===== src/dwfd_pkg.sv =====
/*
  Constants, register map and carrier types of the desat window fault detector.
  Assumes a 250 MHz ref_clk and an AHB-Lite master doing single word transfers.
*/
// Behaviour
// - Four window boundary times from PWM turn-on, meant for zero to 50 us.
// - Timers take up to 1.31 ms; window boundary settings over 50 us are flagged.
// - Three collector monitor comparator inputs, each with own threshold.
// - Each collector monitor has a 4-bit mask; bit n enables window n.
// - Desat diode comparator threshold is settable.
// - Desat diode comparator has its own 4-bit window mask.
// - Second desat comparator has separate threshold and mask.
// - Comparators qualified by active window bit, ORed into raw fault.
// - Fault reported only when raw fault is high longer than filter time.
// - Filter time programmable from zero to 5 us.
// - Fault within 10 us of turn-on is type 1, later is type 2.
// - Simplified mode: single comparator, fixed level, programmable detect time.
// - Simplified mode monitors from first detection time after gate high.
// - Simplified mode second detection time only splits type 1 from type 2.
// - Type 2 faults wait a programmable delay from fault before turn-off.
// - Confirmed fault drives feedback low and turns off unless disabled.
// - After a fault the gate stays off for the programmed inhibit time.
package dwfd_pkg;
  localparam int CLK_MHZ = 250;
  localparam int TICK_NS = 20;
  localparam logic [2:0] TICK_CYC = 3'(TICK_NS * CLK_MHZ / 1000);
  localparam int TYPE1_US = 10;
  localparam logic [15:0] TYPE1_TICKS = 16'(TYPE1_US * 1000 / TICK_NS);
  localparam int WIN_MAX_US = 50;
  localparam logic [15:0] WIN_MAX_TICKS = 16'(WIN_MAX_US * 1000 / TICK_NS);
  // register word addresses
  localparam logic [5:0] A_CTRL = 6'h00;
  localparam logic [5:0] A_WIN0 = 6'h01;
  localparam logic [5:0] A_MASK = 6'h05;
  localparam logic [5:0] A_THR0 = 6'h06;
  localparam logic [5:0] A_THR1 = 6'h07;
  localparam logic [5:0] A_FILT = 6'h08;
  localparam logic [5:0] A_DLY = 6'h09;
  localparam logic [5:0] A_INH = 6'h0A;
  localparam logic [5:0] A_SDT1 = 6'h0B;
  localparam logic [5:0] A_SDT2 = 6'h0C;
  localparam logic [5:0] A_STAT = 6'h0D;
  // control bits
  localparam int B_SIMPLE = 0;
  localparam int B_NOOFF = 1;
  localparam int B_CLR = 2;
  localparam int NCMP = 5;
  localparam int NWIN = 4;
  // comparator order: desat1, desat2, vce1, vce2, vce3
  typedef struct packed {
    logic [2:0] vce;
    logic [1:0] desat;
  } dwfd_cmp_t;
  typedef struct packed {
    logic [7:0] vce3;
    logic [7:0] vce2;
    logic [7:0] vce1;
    logic [7:0] desat2;
    logic [7:0] desat1;
  } dwfd_thr_t;
  typedef enum logic [2:0] {ST_IDLE, ST_ON, ST_DELAY, ST_HOLD, ST_INHIB} dwfd_st_t;
endpackage


===== src/dwfd_top.sv =====
/*
  Desat window fault detector: window timing, comparator qualification,
  noise filter, type 1/2 classing, turn-off delay and inhibit, AHB-Lite regs.
  Assumes comparator outputs and pwm_cmd are synchronous to ref_clk.
*/
// The register offsets and the AHB-Lite slave port were left to the implementer.
`timescale 1ns/10ps
module dwfd_top (
  // clock and reset
  input  wire logic               ref_clk,
  input  wire logic               nrst,
  // ahb-lite slave
  input  wire logic               hsel,
  input  wire logic [31:0]        haddr,
  input  wire logic [1:0]         htrans,
  input  wire logic               hwrite,
  input  wire logic [2:0]         hsize,
  input  wire logic [31:0]        hwdata,
  input  wire logic               hready,
  output logic      [31:0]        hrdata,
  output logic                    hreadyout,
  output logic                    hresp,
  // power stage side
  input  wire logic               pwm_cmd,
  input  wire dwfd_pkg::dwfd_cmp_t cmp_in,
  output dwfd_pkg::dwfd_thr_t     thr_out,
  output logic                    gate_on,
  output logic                    fault_feedback_output_n
);
  import dwfd_pkg::*;

  logic [31:0] hrdata_ff;
  logic        wr_ff;
  logic [5:0]  wa_ff;
  logic [1:0]  ctrl_ff;
  logic        clr;
  logic [15:0] win_t_ff [NWIN];
  logic [19:0] mask_ff;
  dwfd_thr_t   thr_ff;
  logic [7:0]  filt_tc_ff;
  logic [15:0] dly_ff, inh_ff, sdt1_ff, sdt2_ff;
  logic [2:0]  div_ff;
  logic        tick;
  dwfd_st_t    st_ff;
  logic        pwm_q_ff;
  logic [15:0] el_ff, dly_cnt_ff, inh_cnt_ff;
  logic [8:0]  filt_cnt_ff;
  logic        t1_ff, t2_ff, gate_ff, fb_n_ff;
  logic [NWIN-1:0] ge;
  logic [1:0]  win;
  logic        win_ok, raw_fault, confirm, is_t1, warn;
  logic [NCMP-1:0] cmp, qual;
  logic        aphase;
  logic [31:0] rmux;

  assign hrdata    = hrdata_ff;
  assign hreadyout = 1'b1 | ~nrst;
  assign hresp     = 1'b0;
  assign thr_out   = thr_ff;
  assign gate_on   = gate_ff;
  assign fault_feedback_output_n = fb_n_ff;

  // bus address phase and write data phase
  assign aphase = hsel & htrans[1] & hready;
  assign clr = wr_ff & (wa_ff == A_CTRL) & hwdata[B_CLR];
  always_ff @(posedge ref_clk) begin
    if (!nrst) begin
      wr_ff <= 1'b0;
      wa_ff <= 6'h00;
    end else begin
      wr_ff <= aphase & hwrite;
      wa_ff <= haddr[7:2];
    end
  end

  always_ff @(posedge ref_clk) begin
    if (!nrst) begin
      ctrl_ff <= 2'h0;
      for (int i = 0; i < NWIN; i++) win_t_ff[i] <= 16'h0000;
      mask_ff <= 20'h00000;
      thr_ff <= '0;
      filt_tc_ff <= 8'h00;
      dly_ff <= 16'h0000;
      inh_ff <= 16'h0000;
      sdt1_ff <= 16'h0000;
      sdt2_ff <= 16'h0000;
    end else if (wr_ff) begin
      unique case (wa_ff)
        A_CTRL: ctrl_ff <= hwdata[1:0];
        A_MASK: mask_ff <= hwdata[19:0];
        A_THR0: thr_ff[15:0] <= hwdata[15:0];
        A_THR1: thr_ff[39:16] <= hwdata[23:0];
        A_FILT: filt_tc_ff <= hwdata[7:0];
        A_DLY: dly_ff <= hwdata[15:0];
        A_INH: inh_ff <= hwdata[15:0];
        A_SDT1: sdt1_ff <= hwdata[15:0];
        A_SDT2: sdt2_ff <= hwdata[15:0];
        default: begin
          for (int i = 0; i < NWIN; i++)
            if (wa_ff == A_WIN0 + 6'(i)) win_t_ff[i] <= hwdata[15:0];
        end
      endcase
    end
  end

  // flag boundaries beyond the recommended span
  always_comb begin
    warn = 1'b0;
    for (int i = 0; i < NWIN; i++) warn = warn | (win_t_ff[i] > WIN_MAX_TICKS);
  end

  always_comb begin
    rmux = 32'h00000000;
    unique case (haddr[7:2])
      A_CTRL: rmux = {30'h0, ctrl_ff};
      A_MASK: rmux = {12'h000, mask_ff};
      A_THR0: rmux = {16'h0000, thr_ff[15:0]};
      A_THR1: rmux = {8'h00, thr_ff[39:16]};
      A_FILT: rmux = {24'h000000, filt_tc_ff};
      A_DLY: rmux = {16'h0000, dly_ff};
      A_INH: rmux = {16'h0000, inh_ff};
      A_SDT1: rmux = {16'h0000, sdt1_ff};
      A_SDT2: rmux = {16'h0000, sdt2_ff};
      A_STAT: rmux = {24'h000000, win_ok, win, warn, raw_fault, ~fb_n_ff, t2_ff, t1_ff};
      default: begin
        for (int i = 0; i < NWIN; i++)
          if (haddr[7:2] == A_WIN0 + 6'(i)) rmux = {16'h0000, win_t_ff[i]};
      end
    endcase
  end

  always_ff @(posedge ref_clk) begin
    if (!nrst) hrdata_ff <= 32'h00000000;
    else if (aphase & ~hwrite) hrdata_ff <= rmux;
  end

  // 20 ns time base
  assign tick = (div_ff == TICK_CYC - 3'h1);
  always_ff @(posedge ref_clk) begin
    if (!nrst) div_ff <= 3'h0;
    else div_ff <= tick ? 3'h0 : div_ff + 3'h1;
  end

  // window index from the boundary compares
  generate
    for (genvar i = 0; i < NWIN; i++) begin : g_ge
      assign ge[i] = el_ff >= win_t_ff[i];
    end
  endgenerate
  assign win_ok = ge[0];
  assign win = ge[3] ? 2'd3 : ge[2] ? 2'd2 : ge[1] ? 2'd1 : 2'd0;

  assign cmp = {cmp_in.vce, cmp_in.desat};
  generate
    for (genvar c = 0; c < NCMP; c++) begin : g_q
      assign qual[c] = cmp[c] & mask_ff[4*c + 32'(win)] & win_ok;
    end
  endgenerate

  // simplified mode uses desat1 after detection time 1
  assign raw_fault = ctrl_ff[B_SIMPLE] ? (cmp_in.desat[0] & (el_ff >= sdt1_ff)) : |qual;
  assign is_t1 = el_ff < (ctrl_ff[B_SIMPLE] ? sdt2_ff : TYPE1_TICKS);
  // raw fault held longer than the filter time
  assign confirm = (st_ff == ST_ON) & pwm_cmd & raw_fault & (filt_cnt_ff > {1'b0, filt_tc_ff});

  // filter count restarts when raw fault falls
  always_ff @(posedge ref_clk) begin
    if (!nrst) filt_cnt_ff <= 9'h000;
    else if (!raw_fault || st_ff != ST_ON) filt_cnt_ff <= 9'h000;
    else if (tick && filt_cnt_ff != 9'h1FF) filt_cnt_ff <= filt_cnt_ff + 9'h001;
  end

  // time since turn-on, saturating at the timer span
  always_ff @(posedge ref_clk) begin
    if (!nrst) el_ff <= 16'h0000;
    else if (st_ff == ST_IDLE) el_ff <= 16'h0000;
    else if (tick && el_ff != 16'hFFFF) el_ff <= el_ff + 16'h0001;
  end

  always_ff @(posedge ref_clk) begin
    if (!nrst) pwm_q_ff <= 1'b0;
    else pwm_q_ff <= pwm_cmd;
  end

  always_ff @(posedge ref_clk) begin
    if (!nrst) st_ff <= ST_IDLE;
    else begin
      unique case (st_ff)
        ST_IDLE: if (pwm_cmd && !pwm_q_ff) st_ff <= ST_ON;
        ST_ON: begin
          if (confirm) begin
            if (ctrl_ff[B_NOOFF]) st_ff <= ST_HOLD;
            else if (is_t1 || dly_ff == 16'h0000) st_ff <= ST_INHIB;
            else st_ff <= ST_DELAY;
          end else if (!pwm_cmd) st_ff <= ST_IDLE;
        end
        ST_DELAY: if (dly_cnt_ff >= dly_ff || !pwm_cmd) st_ff <= ST_INHIB;
        ST_HOLD: if (!pwm_cmd) st_ff <= ST_INHIB;
        ST_INHIB: if (inh_cnt_ff >= inh_ff) st_ff <= ST_IDLE;
      endcase
    end
  end

  // pure delay counted from the confirmed fault
  always_ff @(posedge ref_clk) begin
    if (!nrst) dly_cnt_ff <= 16'h0000;
    else if (st_ff != ST_DELAY) dly_cnt_ff <= 16'h0000;
    else if (tick) dly_cnt_ff <= dly_cnt_ff + 16'h0001;
  end

  always_ff @(posedge ref_clk) begin
    if (!nrst) inh_cnt_ff <= 16'h0000;
    else if (st_ff != ST_INHIB) inh_cnt_ff <= 16'h0000;
    else if (tick) inh_cnt_ff <= inh_cnt_ff + 16'h0001;
  end

  // sticky fault types, a new fault beats the clear
  always_ff @(posedge ref_clk) begin
    if (!nrst) begin
      t1_ff <= 1'b0;
      t2_ff <= 1'b0;
    end else begin
      t1_ff <= (confirm & is_t1) | (t1_ff & ~clr);
      t2_ff <= (confirm & ~is_t1) | (t2_ff & ~clr);
    end
  end

  always_ff @(posedge ref_clk) begin
    if (!nrst) begin
      gate_ff <= 1'b0;
      fb_n_ff <= 1'b1;
    end else begin
      gate_ff <= pwm_cmd & (st_ff == ST_ON || st_ff == ST_DELAY || st_ff == ST_HOLD);
      fb_n_ff <= ~(st_ff == ST_DELAY || st_ff == ST_HOLD || st_ff == ST_INHIB);
    end
  end
endmodule // dwfd_top


===== config.mk =====
export PLATFORM = sky130hd
export DESIGN_NAME = dwfd_top
export DESIGN_NICKNAME = d
export VERILOG_FILES = /design/src/dwfd_pkg.sv /design/src/dwfd_top.sv
export SDC_FILE = /design/constraint.sdc
export NUM_CORES = 1
export LEC_CHECK = 0
export ABC_AREA = 1
export BUFFER_PORTS_ARGS = -buffer_cell sky130_fd_sc_hd__buf_2
export CAP_MARGIN = 5
export CORE_ASPECT_RATIO = 0.75
export CORE_MARGIN = 1
export CORE_UTILIZATION = 55
export CTS_CLUSTER_DIAMETER = 200
export CTS_CLUSTER_SIZE = 24
export DETAILED_ROUTE_END_ITERATION = 6
export GPL_TIMING_DRIVEN = 1
export HOLD_SLACK_MARGIN = 0.08
export PLACE_DENSITY = 0.83
export SYNTH_ARGS = -nofsm -noshare
export SYNTH_HDL_FRONTEND = slang
export SYNTH_SLANG_ARGS = --single-unit

===== constraint.sdc =====
create_clock -name ref_clk -period 6.5 [get_ports ref_clk]
set_input_delay 0.65 -clock ref_clk [delete_from_list [all_inputs] [get_ports ref_clk]]
set_output_delay 0.65 -clock ref_clk [all_outputs]
set_load 0.01 [all_outputs]

# Yosys cells after proc, flatten, opt, wreduce, memory -nomap -nowiden
# Memory sizes are Yosys's and may differ from the RTL's.
# Cells that the tools add are included.
classes:
  addsub: 9
  n_mul: 0
  div_mod_pow: 0
  magnitude_cmp: 18
  n_eq_ne: 40
  n_shift: 0
  n_mux: 54
  bitwise_logic: 40
  reduce_logical: 34
op_table:
  columns: ["cell", "count"]
  rows:
  - ["$pmux 32 s10", 1]
  - ["$ge 16x16->1", 7]
  - ["$mux 16", 6]
  - ["$mux 32", 3]
  - ["$eq 6x4->1 const B", 11]
  - ["$gt 16x12->1 const B", 4]
  - ["$add 16x1->16 const B", 3]
  - ["$eq 6x3->1 const B", 8]
  - ["$mux 1", 28]
  - ["$and 1x1->1", 25]
  - ["$eq 6x2->1 const B", 4]
  - ["$mux 3", 8]
  - ["$bmux 1 s5", 4]
  - ["$reduce_and 2->1", 9]
  - ["$logic_not 16->1", 1]
  - ["$lt 16x16->1", 1]
  - ["$ne 16x16->1 const B", 1]
  - ["$pmux 3 s5", 1]
  - ["$eq 6x1->1 const B", 2]
  - ["$logic_not 6->1", 2]
  - ["$lt 5x6->1 const B", 2]
  - ["$add 4x2->5 const A", 2]
  - ["$reduce_or 2->1", 5]
  - ["$add 9x1->9 const B", 1]
  - ["other kinds (27)", 56]
totals:
  ff_bits: 241
  latchBits: 0
  ramBits: 64
  mem_bits_ro: 0
  in_bits: 80
  output_inout_bits: 76
  word_cells: 222
  memories: 1
memory_table:
  columns: ["memory", "depth", "width", "rd", "rd_clocked_by_memory_dff", "write_ports", "line", "rtl"]
  rows:
  - ["win_t_ff", 4, 16, 4, 0, 4, "dwfd_top.sv:37", "logic [15:0] win_t_ff [NWIN];"]

# Logic depth before layout (Yosys ltp)
# Gate-level depths: netlist of run 1.
# An unclocked memory read counts as a cell.
logic_depth:
  ltp_word: 16
  ltp_mapped: 26
  mapped_depth_nobuf: 26

# Worst setup path before layout of run 1
# No wires, ideal clock.
synth_timing:
  kind: "register -> register"
  from: "register el_ff[13]"
  to: "register st_ff[1]"
  setup_ps: 68
  arrival_time_ps: 2350
  t_required_ps: 6432
  path_slack_ps: 4082
  stages_incl_launch_ff: 20
  n_path_buf: 0
  path_cell_list: "dfxtp_1 > ha_1 > nand2_1 > inv_1 > nor2_1 > o21ai_0 > a21oi_2 > nand3_4 > inv_6 > nand2_4 > a21oi_1 > nand2_1 > nand2_1 > nand2_1 > nand2_1 > o21bai_2 > nand2_4 > nand2_4 > or2_1 > a21oi_2"
synth_via:
  elab_chain_len: 15
  word_cells_on_any_way: 45
  cone_classes: "4 x add/sub; 6 x order compare; 1 x eq/ne; 18 x mux; 13 x bitwise; 3 x reduce/logical"
synth_lines:
  columns: ["item", "line", "rtl"]
  rows:
  - ["start, declared", "dwfd_top.sv:46", "logic [15:0] el_ff, dly_cnt_ff, inh_cnt_ff;"]
  - ["start signal, assigned", "dwfd_top.sv:177", "else if (tick && el_ff != 16'hFFFF) el_ff <= el_ff + 16'h0001;"]
  - ["$ge 16x16->1", "dwfd_top.sv:147", "assign ge[i] = el_ff >= win_t_ff[i];"]
  - ["$mux 1", "dwfd_top.sv:151", "assign win = ge[3] ? 2'd3 : ge[2] ? 2'd2 : ge[1] ? 2'd1 : 2'd0;"]
  - ["$mux 2 (2 in series)", "dwfd_top.sv:151", null]
  - ["$add 5x2->6 (tied with other cells)", "dwfd_top.sv:156", "assign qual[c] = cmp[c] & mask_ff[4*c + 32'(win)] & win_ok;"]
  - ["$bmux 1 s5", "dwfd_top.sv:156", null]
  - ["$mux 1 (not written as such)", "dwfd_top.sv:156", null]
  - ["$and 1x1->1 (2 in series)", "dwfd_top.sv:156", null]
  - ["$reduce_or 5->1", "dwfd_top.sv:161", "assign raw_fault = ctrl_ff[B_SIMPLE] ? (cmp_in.desat[0] & (el_ff >= sdt1_ff)) : |qual;"]
  - ["$mux 1", "dwfd_top.sv:161", null]
  - ["$and 1x1->1 (2 in series)", "dwfd_top.sv:164", "assign confirm = (st_ff == ST_ON) & pwm_cmd & raw_fault & (filt_cnt_ff > {1'b0, filt_tc_ff});"]
  - ["$ne 3x3->1 (no source line) / $mux 3 (equally long branches)", null, null]
  - ["$reduce_and 5->1 (no source line) / $pmux 3 s5 (equally long branches)", null, null]
  - ["end signal, assigned", "dwfd_top.sv:186", "if (!nrst) st_ff <= ST_IDLE;"]
  - ["end signal, assigned", "dwfd_top.sv:189", "ST_IDLE: if (pwm_cmd && !pwm_q_ff) st_ff <= ST_ON;"]
  - ["end signal, assigned", "dwfd_top.sv:192", "if (ctrl_ff[B_NOOFF]) st_ff <= ST_HOLD;"]
  - ["end, declared", "dwfd_top.sv:44", "dwfd_st_t st_ff;"]
# Several ways; a longest one is shown, not always the timed one. The select of a mux whose other input is x is not followed.
# A chain may end at the register's enable or synchronous reset.

# Worst setup path in the final report of run 1
layout_timing:
  from: "register el_ff[14]"
  to: "register hrdata_ff[6], in the netlist hrdata[6]"
layout_via:
  elab_chain_len: 4
  word_cells_on_any_way: 5
  cone_classes: "2 x order compare; 3 x mux"
layout_lines:
  columns: ["item", "line", "rtl"]
  rows:
  - ["$ge 16x16->1", "dwfd_top.sv:147", null]
  - ["$mux 2", "dwfd_top.sv:151", null]
  - ["$mux 2 (*)", "dwfd_top.sv:151", null]
  - ["$pmux 32 s10 (*)", "dwfd_top.sv:114", "unique case (haddr[7:2])"]
  - ["end signal, assigned", "dwfd_top.sv:134", "else if (aphase & ~hwrite) hrdata_ff <= rmux;"]
  - ["end, declared", "dwfd_top.sv:32", "logic [31:0] hrdata_ff;"]
# Every way passes the cells marked *; elsewhere a longest branch is shown, timed or not.

==> results.yml, run 1 <==
min_path:
  min_path_type: "input port to flop"
  hold_path_depth: 3
  worstHoldStart: "haddr[7]"
  whs_endpoint: "wa_ff[5]"
yosys:
  yosysTopAreaCellShare_pct: 29.0
  synth_compound_area_share_pct: 19.5
  synth_largest_area_cell: "dfxtp_1"
  yosys-top-cells-area: "dfxtp_1 29%, edfxtp_1 12%, ha_1 11%"
  muxShareOfSynthArea_pct: 0
  ys_types: 65
  ys.warnings.count: 0
  synth_enable_flop_cells: 64
  synthesis.area_um2: 16100
  ys_ff_latch: 297
  ys.flop_type: "dfxtp_1"
  ys_async_sr_fraction_pct: 0
  synthCells: 2080
  synth-xor-area-share_pct: 0.599
  syn_avg_cell_area_um2: 7.73
  synthSimpleGateAreaFrac_pct: 18.6
  synth_top_family_by_area: "compound AO/OA/AOI/OAI gates"
  yosysSeqAreaShare_pct: 41.0
  synth_fa_ha_area_share_pct: 11.0
worst_setup_path:
  required_ns: 6.88
  cp_max_fo: 9
  arrival_ns: 3.95
  cp-start-kind: "flop"
  setup.worst_path.class: "flop to flop"
  worstReg2RegEnd: "hrdata[6]"
  r2r_cells: 11
  critPathCaptureType: "flop"
  r2r_slack_ns: 2.93
  r2r_start: "el_ff[14]"
clocking:
  cts_buffers: 16
  cts_hold_buf: 0
  clock_path_buffers: 3
  clk_pin_slew_worst_paths_ns: 0.10
  tritoncts: "done"
  clkSinkCount: 297
  ctsResizeCount: 0
  cts_setup_buffers: 0
  htreeDepth: 1
  clk_latency_ns: 0.53
  cts-root-buf: "clkbuf_16"
run:
  cap_viol_max_count: 0
grt:
  grt_pass1_vias: 14000
  antenna_found_initial: 3
  grt_first_pass_wirelength_um: 80400
  grt_overflow: 0
  globalRouteTotalUtil_pct: 36.1
  grt_max_degree: 80
floorplanning:
  core_um2: 28400
  boundaryPins: 156
  start_util_pct: 56.7
  die_y_um: 150
  die_x_um: 199
  rows: 53
  dieArea_um2: 29900
sta:
  finClkSkew_ns: 0.0302
  tns_ns: 0
  setup_violations: 0
  slew_viol_final: 0
  hold_violations: 0
  fin_crit_ns: 3.57
  fin_crit_sh_pct: 55.0
  worst_pin_slew_ns: 1.31
  rsz0062_at_grt: "no"
  slew-limit-headroom_pct: 10.2
  fmax_mhz: 280
drt:
  route.met3.wl_um: 7770
  routed.top_layer: "met4"
  vias: 15200
  drtIter0Drc: 1828
  drc: 5
  vias_per_cell: 6.01
  ant_nets: 0
  routedWlPerCell_um: 21.3
  routed_wl_um: 54100
  wl_met1_um: 22800
  drt_first_pass_iters: 6
  route.met2.wl_um: 21600
cells_and_area:
  mostFrequentLayoutCells: "289 x nand2_1, 280 x inv_1, 257 x a21oi_1"
  drive_gt1_share_pct: 9.22
  final_common_cell: "nand2_1"
  nets: 2365
  stdcell_count: 2535
  area_growth_pct: 8.19
power_and_ir_drop:
  power_density_nw_per_um2: 187
  power_mw: 3.26
  cellLeakagePower_nw: 7.44
  ir_drop_uv: 133
outcome:
  violations: "DRC"
  status: "complete, but fails checks"
placement:
  dp.cells: 2510
  port_buffers: 107
  dp_hpwl_um: 40100
  gp_congestion: 0.989
## worst max-delay path: stages (launching register included)
cell,delay [ns]
dfxtp_1,0.69
ha_1,0.33
nand2_1,0.17
o21ai_0,0.22
a21oi_2,0.22
nand3_4,0.18
inv_6,0.13
nand2_4,0.09
a221oi_1,0.55
nand3_1,0.20
o41ai_1,0.52
a21oi_1,0.13
## report_power, final
group / switching (mW) / internal (mW)
clock: 0.636 / 0.489
combinational: 0.163 / 0.0497
sequential: 0.0171 / 1.91
total: 0.815 / 2.45
## cell families after synthesis
logic type               Yosys count
adder cells (fa/ha/maj)          142
AND/OR/NAND/NOR                  680
XOR/XNOR                          11
AO/OA/AOI/OAI                    566
other                              2
buffers and inverters            382
flip-flops                       297
## how the worst max path moves through the flow
| stage | from | endpoint | slack (ns) | depth (start not counted) |
|---|---|---|---|---|
| after floorplan | el_ff[13] | st_ff[1] | 4.08 | 19 |
| after global placement | haddr[7] | hrdata[11] | 2.93 | 11 |
| after detailed placement | haddr[7] | hrdata[10] | 2.91 | 11 |
| after CTS | el_ff[14] | hrdata[6] | 3.13 | 11 |
| after global routing | el_ff[14] | hrdata[6] | 2.88 | 11 |
| final | el_ff[14] | hrdata[6] | 2.93 | 11 |
## layer usage
layer	up-vias	GRT usage (%)
met4	0	12.1
met2	907	51.4
met1	7062	50.9
met5	-	0
li1	7135	-
met3	143	11.9
## cells in the mapped netlist, types with 8 or more instances
cell type	instances
nand2_1	289
inv_1	280
a21oi_1	257
dfxtp_1	233
nor2_1	222
o21ai_0	191
ha_1	142
clkbuf_1	77
edfxtp_1	64
nand3_1	41
nand4_1	40
nor3_1	31
o22ai_1	25
nor4_1	12
a211oi_1	11
a221oi_1	10
buf_4	10
a31oi_1	8
## flip-flops by register name (all words and copies together) (netlist names), 9 cells and up
name / flops
sdt1_ff: 16
win_t_ff: 64
sdt2_ff: 16
hrdata: 24
inh_cnt_ff: 16
el_ff: 16
dly_ff: 16
dly_cnt_ff: 16
mask_ff: 20
thr_out: 40
filt_cnt_ff: 9
inh_ff: 16
## layout make-up
class | instances | area (um2)
flip-flops and latches | 297 | 6590
inverters | 291 | 1100
clock inverters | 1 | 16.3
diodes | 2 | 5.00
repair buffers | 128 | 696
well taps | 385 | 482
multi-input cells | 1409 | 8070
fillers | 2534 | 11000
clock buffers | 22 | 444
## per-stage QoR
step / hold slack (ns) / cell area (um2) / util, % / worst slack, ns
floorplan: 0.417 / 16100 / - / 4.08
detailed placement: 0.444 / 16900 / 59.7 / 2.91
CTS: 0.320 / 17400 / 61.3 / 3.13
global placement: 0.428 / 16900 / 59.7 / 2.93
global route: 0.357 / 17400 / 61.3 / 2.88
finish: 0.328 / 17400 / 61.3 / 2.93
Power figures use the tool's default switching activity.
==> run 2, diff against run 1 <==
Settings changed: ABC_AREA 1 to 0.
Clock period 6.5 ns to 3.68 ns, I/O delays scaled along.
==> run 2 against run 1 <==
- the flow now finishes without violations
- largest cell class unchanged
- critical path depth unchanged
- flip-flop and latch count did not move
- via count grew 0.28%
- non-clock buffer count rose by 32
- clock power increased by 77%
- maximum frequency rose by 4.7%
- design area rose by 0.96%
- sequential power rose by 78%
- critical endpoint is now filt_cnt_ff[6]
==> results.yml, run 2 <==
yosys:
  synth_most_common_cell: "nand2_1"
  ys.flop_type: "dfxtp_1"
  yosysSeqAreaShare_pct: 41.0
  synthCells: 1909
  synth_top_family_by_area: "simple AND/OR/NAND/NOR gates"
  synth_enable_flop_cells: 64
  synth_compound_area_share_pct: 18.5
  syn_avg_cell_area_um2: 8.41
  muxShareOfSynthArea_pct: 0.561
  yosysTopAreaCellShare_pct: 29.0
  ys_async_sr_fraction_pct: 0
  synthTopCellsByCount: "351 x nand2_1, 233 x dfxtp_1, 199 x a21oi_1, 142 x ha_1, 138 x inv_1"
  ys_types: 64
  yosys-top-cells-area: "dfxtp_1 29%, edfxtp_1 12%, ha_1 11%"
  synthesis.area_um2: 16100
  synthSimpleGateAreaFrac_pct: 20.6
  synth-xor-area-share_pct: 2.29
  synth_largest_area_cell: "dfxtp_1"
  synth_fa_ha_area_share_pct: 11.1
  ys.warnings.count: 0
  ys_ff_latch: 297
cells_and_area:
  area_growth_pct: 9.35
  regArea_um2: 6590
  top_register: "win_t_ff"
  mostFrequentLayoutCells: "351 x nand2_1, 233 x dfxtp_1, 199 x a21oi_1"
  drive_gt1_share_pct: 9.61
  multi_input_area_um2: 8560
  nets: 2214
  largest_reg_flops: 64
  fill_cells: 2509
  final_common_cell: "nand2_1"
grt:
  globalRouteTotalUtil_pct: 38.5
  grt_pass1_vias: 14300
  gr-max-usage-layer: "met2"
  use_met3_pct: 14.2
  grt_use_met2_pct: 55.0
  grt_max_degree: 66
  grt_overflow: 0
  antenna_found_initial: 4
  met1_usage_pct: 51.8
  grt_first_pass_wirelength_um: 85200
worst_setup_path:
  setup.worst_path.class: "flop to flop"
  r2r_slack_ns: 0.27
  arrival_ns: 3.86
  r2r_cells: 11
  required_ns: 4.13
  critPathCaptureType: "flop"
  cp_max_fo: 9
  cp-start-kind: "flop"
clocking:
  tritoncts: "done"
  cts-root-buf: "clkbuf_16"
  cts_setup_buffers: 0
  cts_buffers: 16
  clk_latency_ns: 0.54
  htreeDepth: 1
  clkSinkCount: 297
  clock_path_buffers: 3
  clk_pin_slew_worst_paths_ns: 0.11
sta:
  finClkSkew_ns: 0.0282
  hold_violations: 0
  fmax_mhz: 293
  setup_violations: 0
  rsz0062_at_grt: "no"
  fin_crit_sh_pct: 92.7
  tns_ns: 0
  slew-limit-headroom_pct: 22.1
  slew_viol_final: 0
  worst_pin_slew_ns: 1.16
  fin_crit_ns: 3.41
  holdWs_ns: 0.0870
power_and_ir_drop:
  power_frac_seq_pct: 59.5
  power_density_nw_per_um2: 328
  cellLeakagePower_nw: 6.94
  combPwrFrac_pct: 6.3
  sw_frac_of_total_pct: 25.4
  ir_drop_uv: 280
  switching_power_mw: 1.47
  pwr-share-clk_pct: 34.3
  p_int_mw: 4.30
placement:
  dp_hpwl_um: 43500
  gp_congestion: 1.03
  port_buffers: 107
outcome:
  status: "finished clean"
floorplanning:
  dieArea_um2: 29900
  die_x_um: 199
  boundaryPins: 156
  start_util_pct: 56.6
  core_um2: 28400
  die_y_um: 150
  rows: 53
drt:
  drc: 0
  routedWlPerCell_um: 24.3
  routed_wl_um: 58000
  drt_first_pass_iters: 6
  ant_nets: 0
  vias_per_cell: 6.41
  drtIter0Drc: 2155
  vias: 15300
run:
  cap_viol_max_count: 0
min_path:
  min_path_type: "input port to flop"
  hold_path_depth: 3
-- run 2: cell count changes after synthesis, moves of 58 or more --
cell | before | now
nand2_1 | 289 | 351
a21oi_1 | 257 | 199
nor2_1 | 222 | 106
inv_1 | 280 | 138
o21ai_0 | 191 | 57
and2_1 | 0 | 76
a22oi_1 | 3 | 63
-- run 2: path summary, 6_finish.rpt --
check                           startpoint             end
worst max-delay path              el_ff[0]  filt_cnt_ff[6]
worst min-delay path            hwdata[16]     thr_out[32]
worst max register to register    el_ff[0]  filt_cnt_ff[6]
worst min register to register   inh_ff[1]       inh_ff[1]
-- run 2: area by class of cell --
cell class | count | share of cell area, %
Multi-Input combinational cell | 1379 | 48.7
Sequential cell | 297 | 37.5
Timing Repair Buffer | 160 | 5.44
Inverter | 138 | 2.96
Tap cell | 385 | 2.74
Clock buffer | 22 | 2.41
Clock inverter | 2 | 0.185
Antenna cell | 3 | 0.0427
-- run 2: routing by layer --
layer,up-vias,routed length [um]
met5,-,36
met4,6,2720
met3,198,8620
met2,1057,23600
met1,7214,23000
li1,6815,-
-- run 2: kinds of logic after synthesis --
family	after synthesis
simple gates	713
compound gates	463
flops	297
buf+inv	241
fa+ha+maj	142
xor+xnor	42
mux	9
other cells	2
-- run 2: through the flow --
| stage | power, mW | area, um2 | std cells | setup WS (ns) | utilization, % |
|---|---|---|---|---|---|
| final | 5.77 | 17600 | 2386 | 0.268 | 61.9 |
| after global routing | 5.88 | 17600 | 2383 | 0.0722 | 61.9 |
| after CTS | 5.73 | 17600 | 2383 | 0.341 | 61.9 |
| after detailed placement | 3.84 | 17100 | 2355 | 0.377 | 60.1 |
| after global placement | 3.83 | 17100 | 2355 | 0.406 | 60.1 |
| after floorplan | 3.68 | 16100 | 1917 | 0.907 | - |
-- run 2: worst max-delay path, cell delays in order (launching register included) --
cell,delay (ns)
dfxtp_1,0.42
inv_1,0.16
ha_1,0.31
or2b_1,0.22
a31oi_1,0.19
o21ai_1,0.23
a211oi_4,0.41
nor2_1,0.09
a211o_1,0.34
a311oi_4,0.50
nand4b_4,0.27
nor2_1,0.19
-- run 2: power by group through the flow --
stage                     Combinational (mW)  Clock [mW]  Sequential, mW
after CTS                              0.344        1.96            3.42
after global placement                 0.331           0            3.50
after global routing                   0.379        2.07            3.43
after floorplan                        0.200           0            3.48
final                                  0.363        1.98            3.43
after detailed placement               0.338           0            3.50
-- run 2: repair_timing --
item | in CTS | in global routing
hold buffers | 4 | 0
endpoints found under the hold margin | 4 | 0
resized for setup | 0 | 0
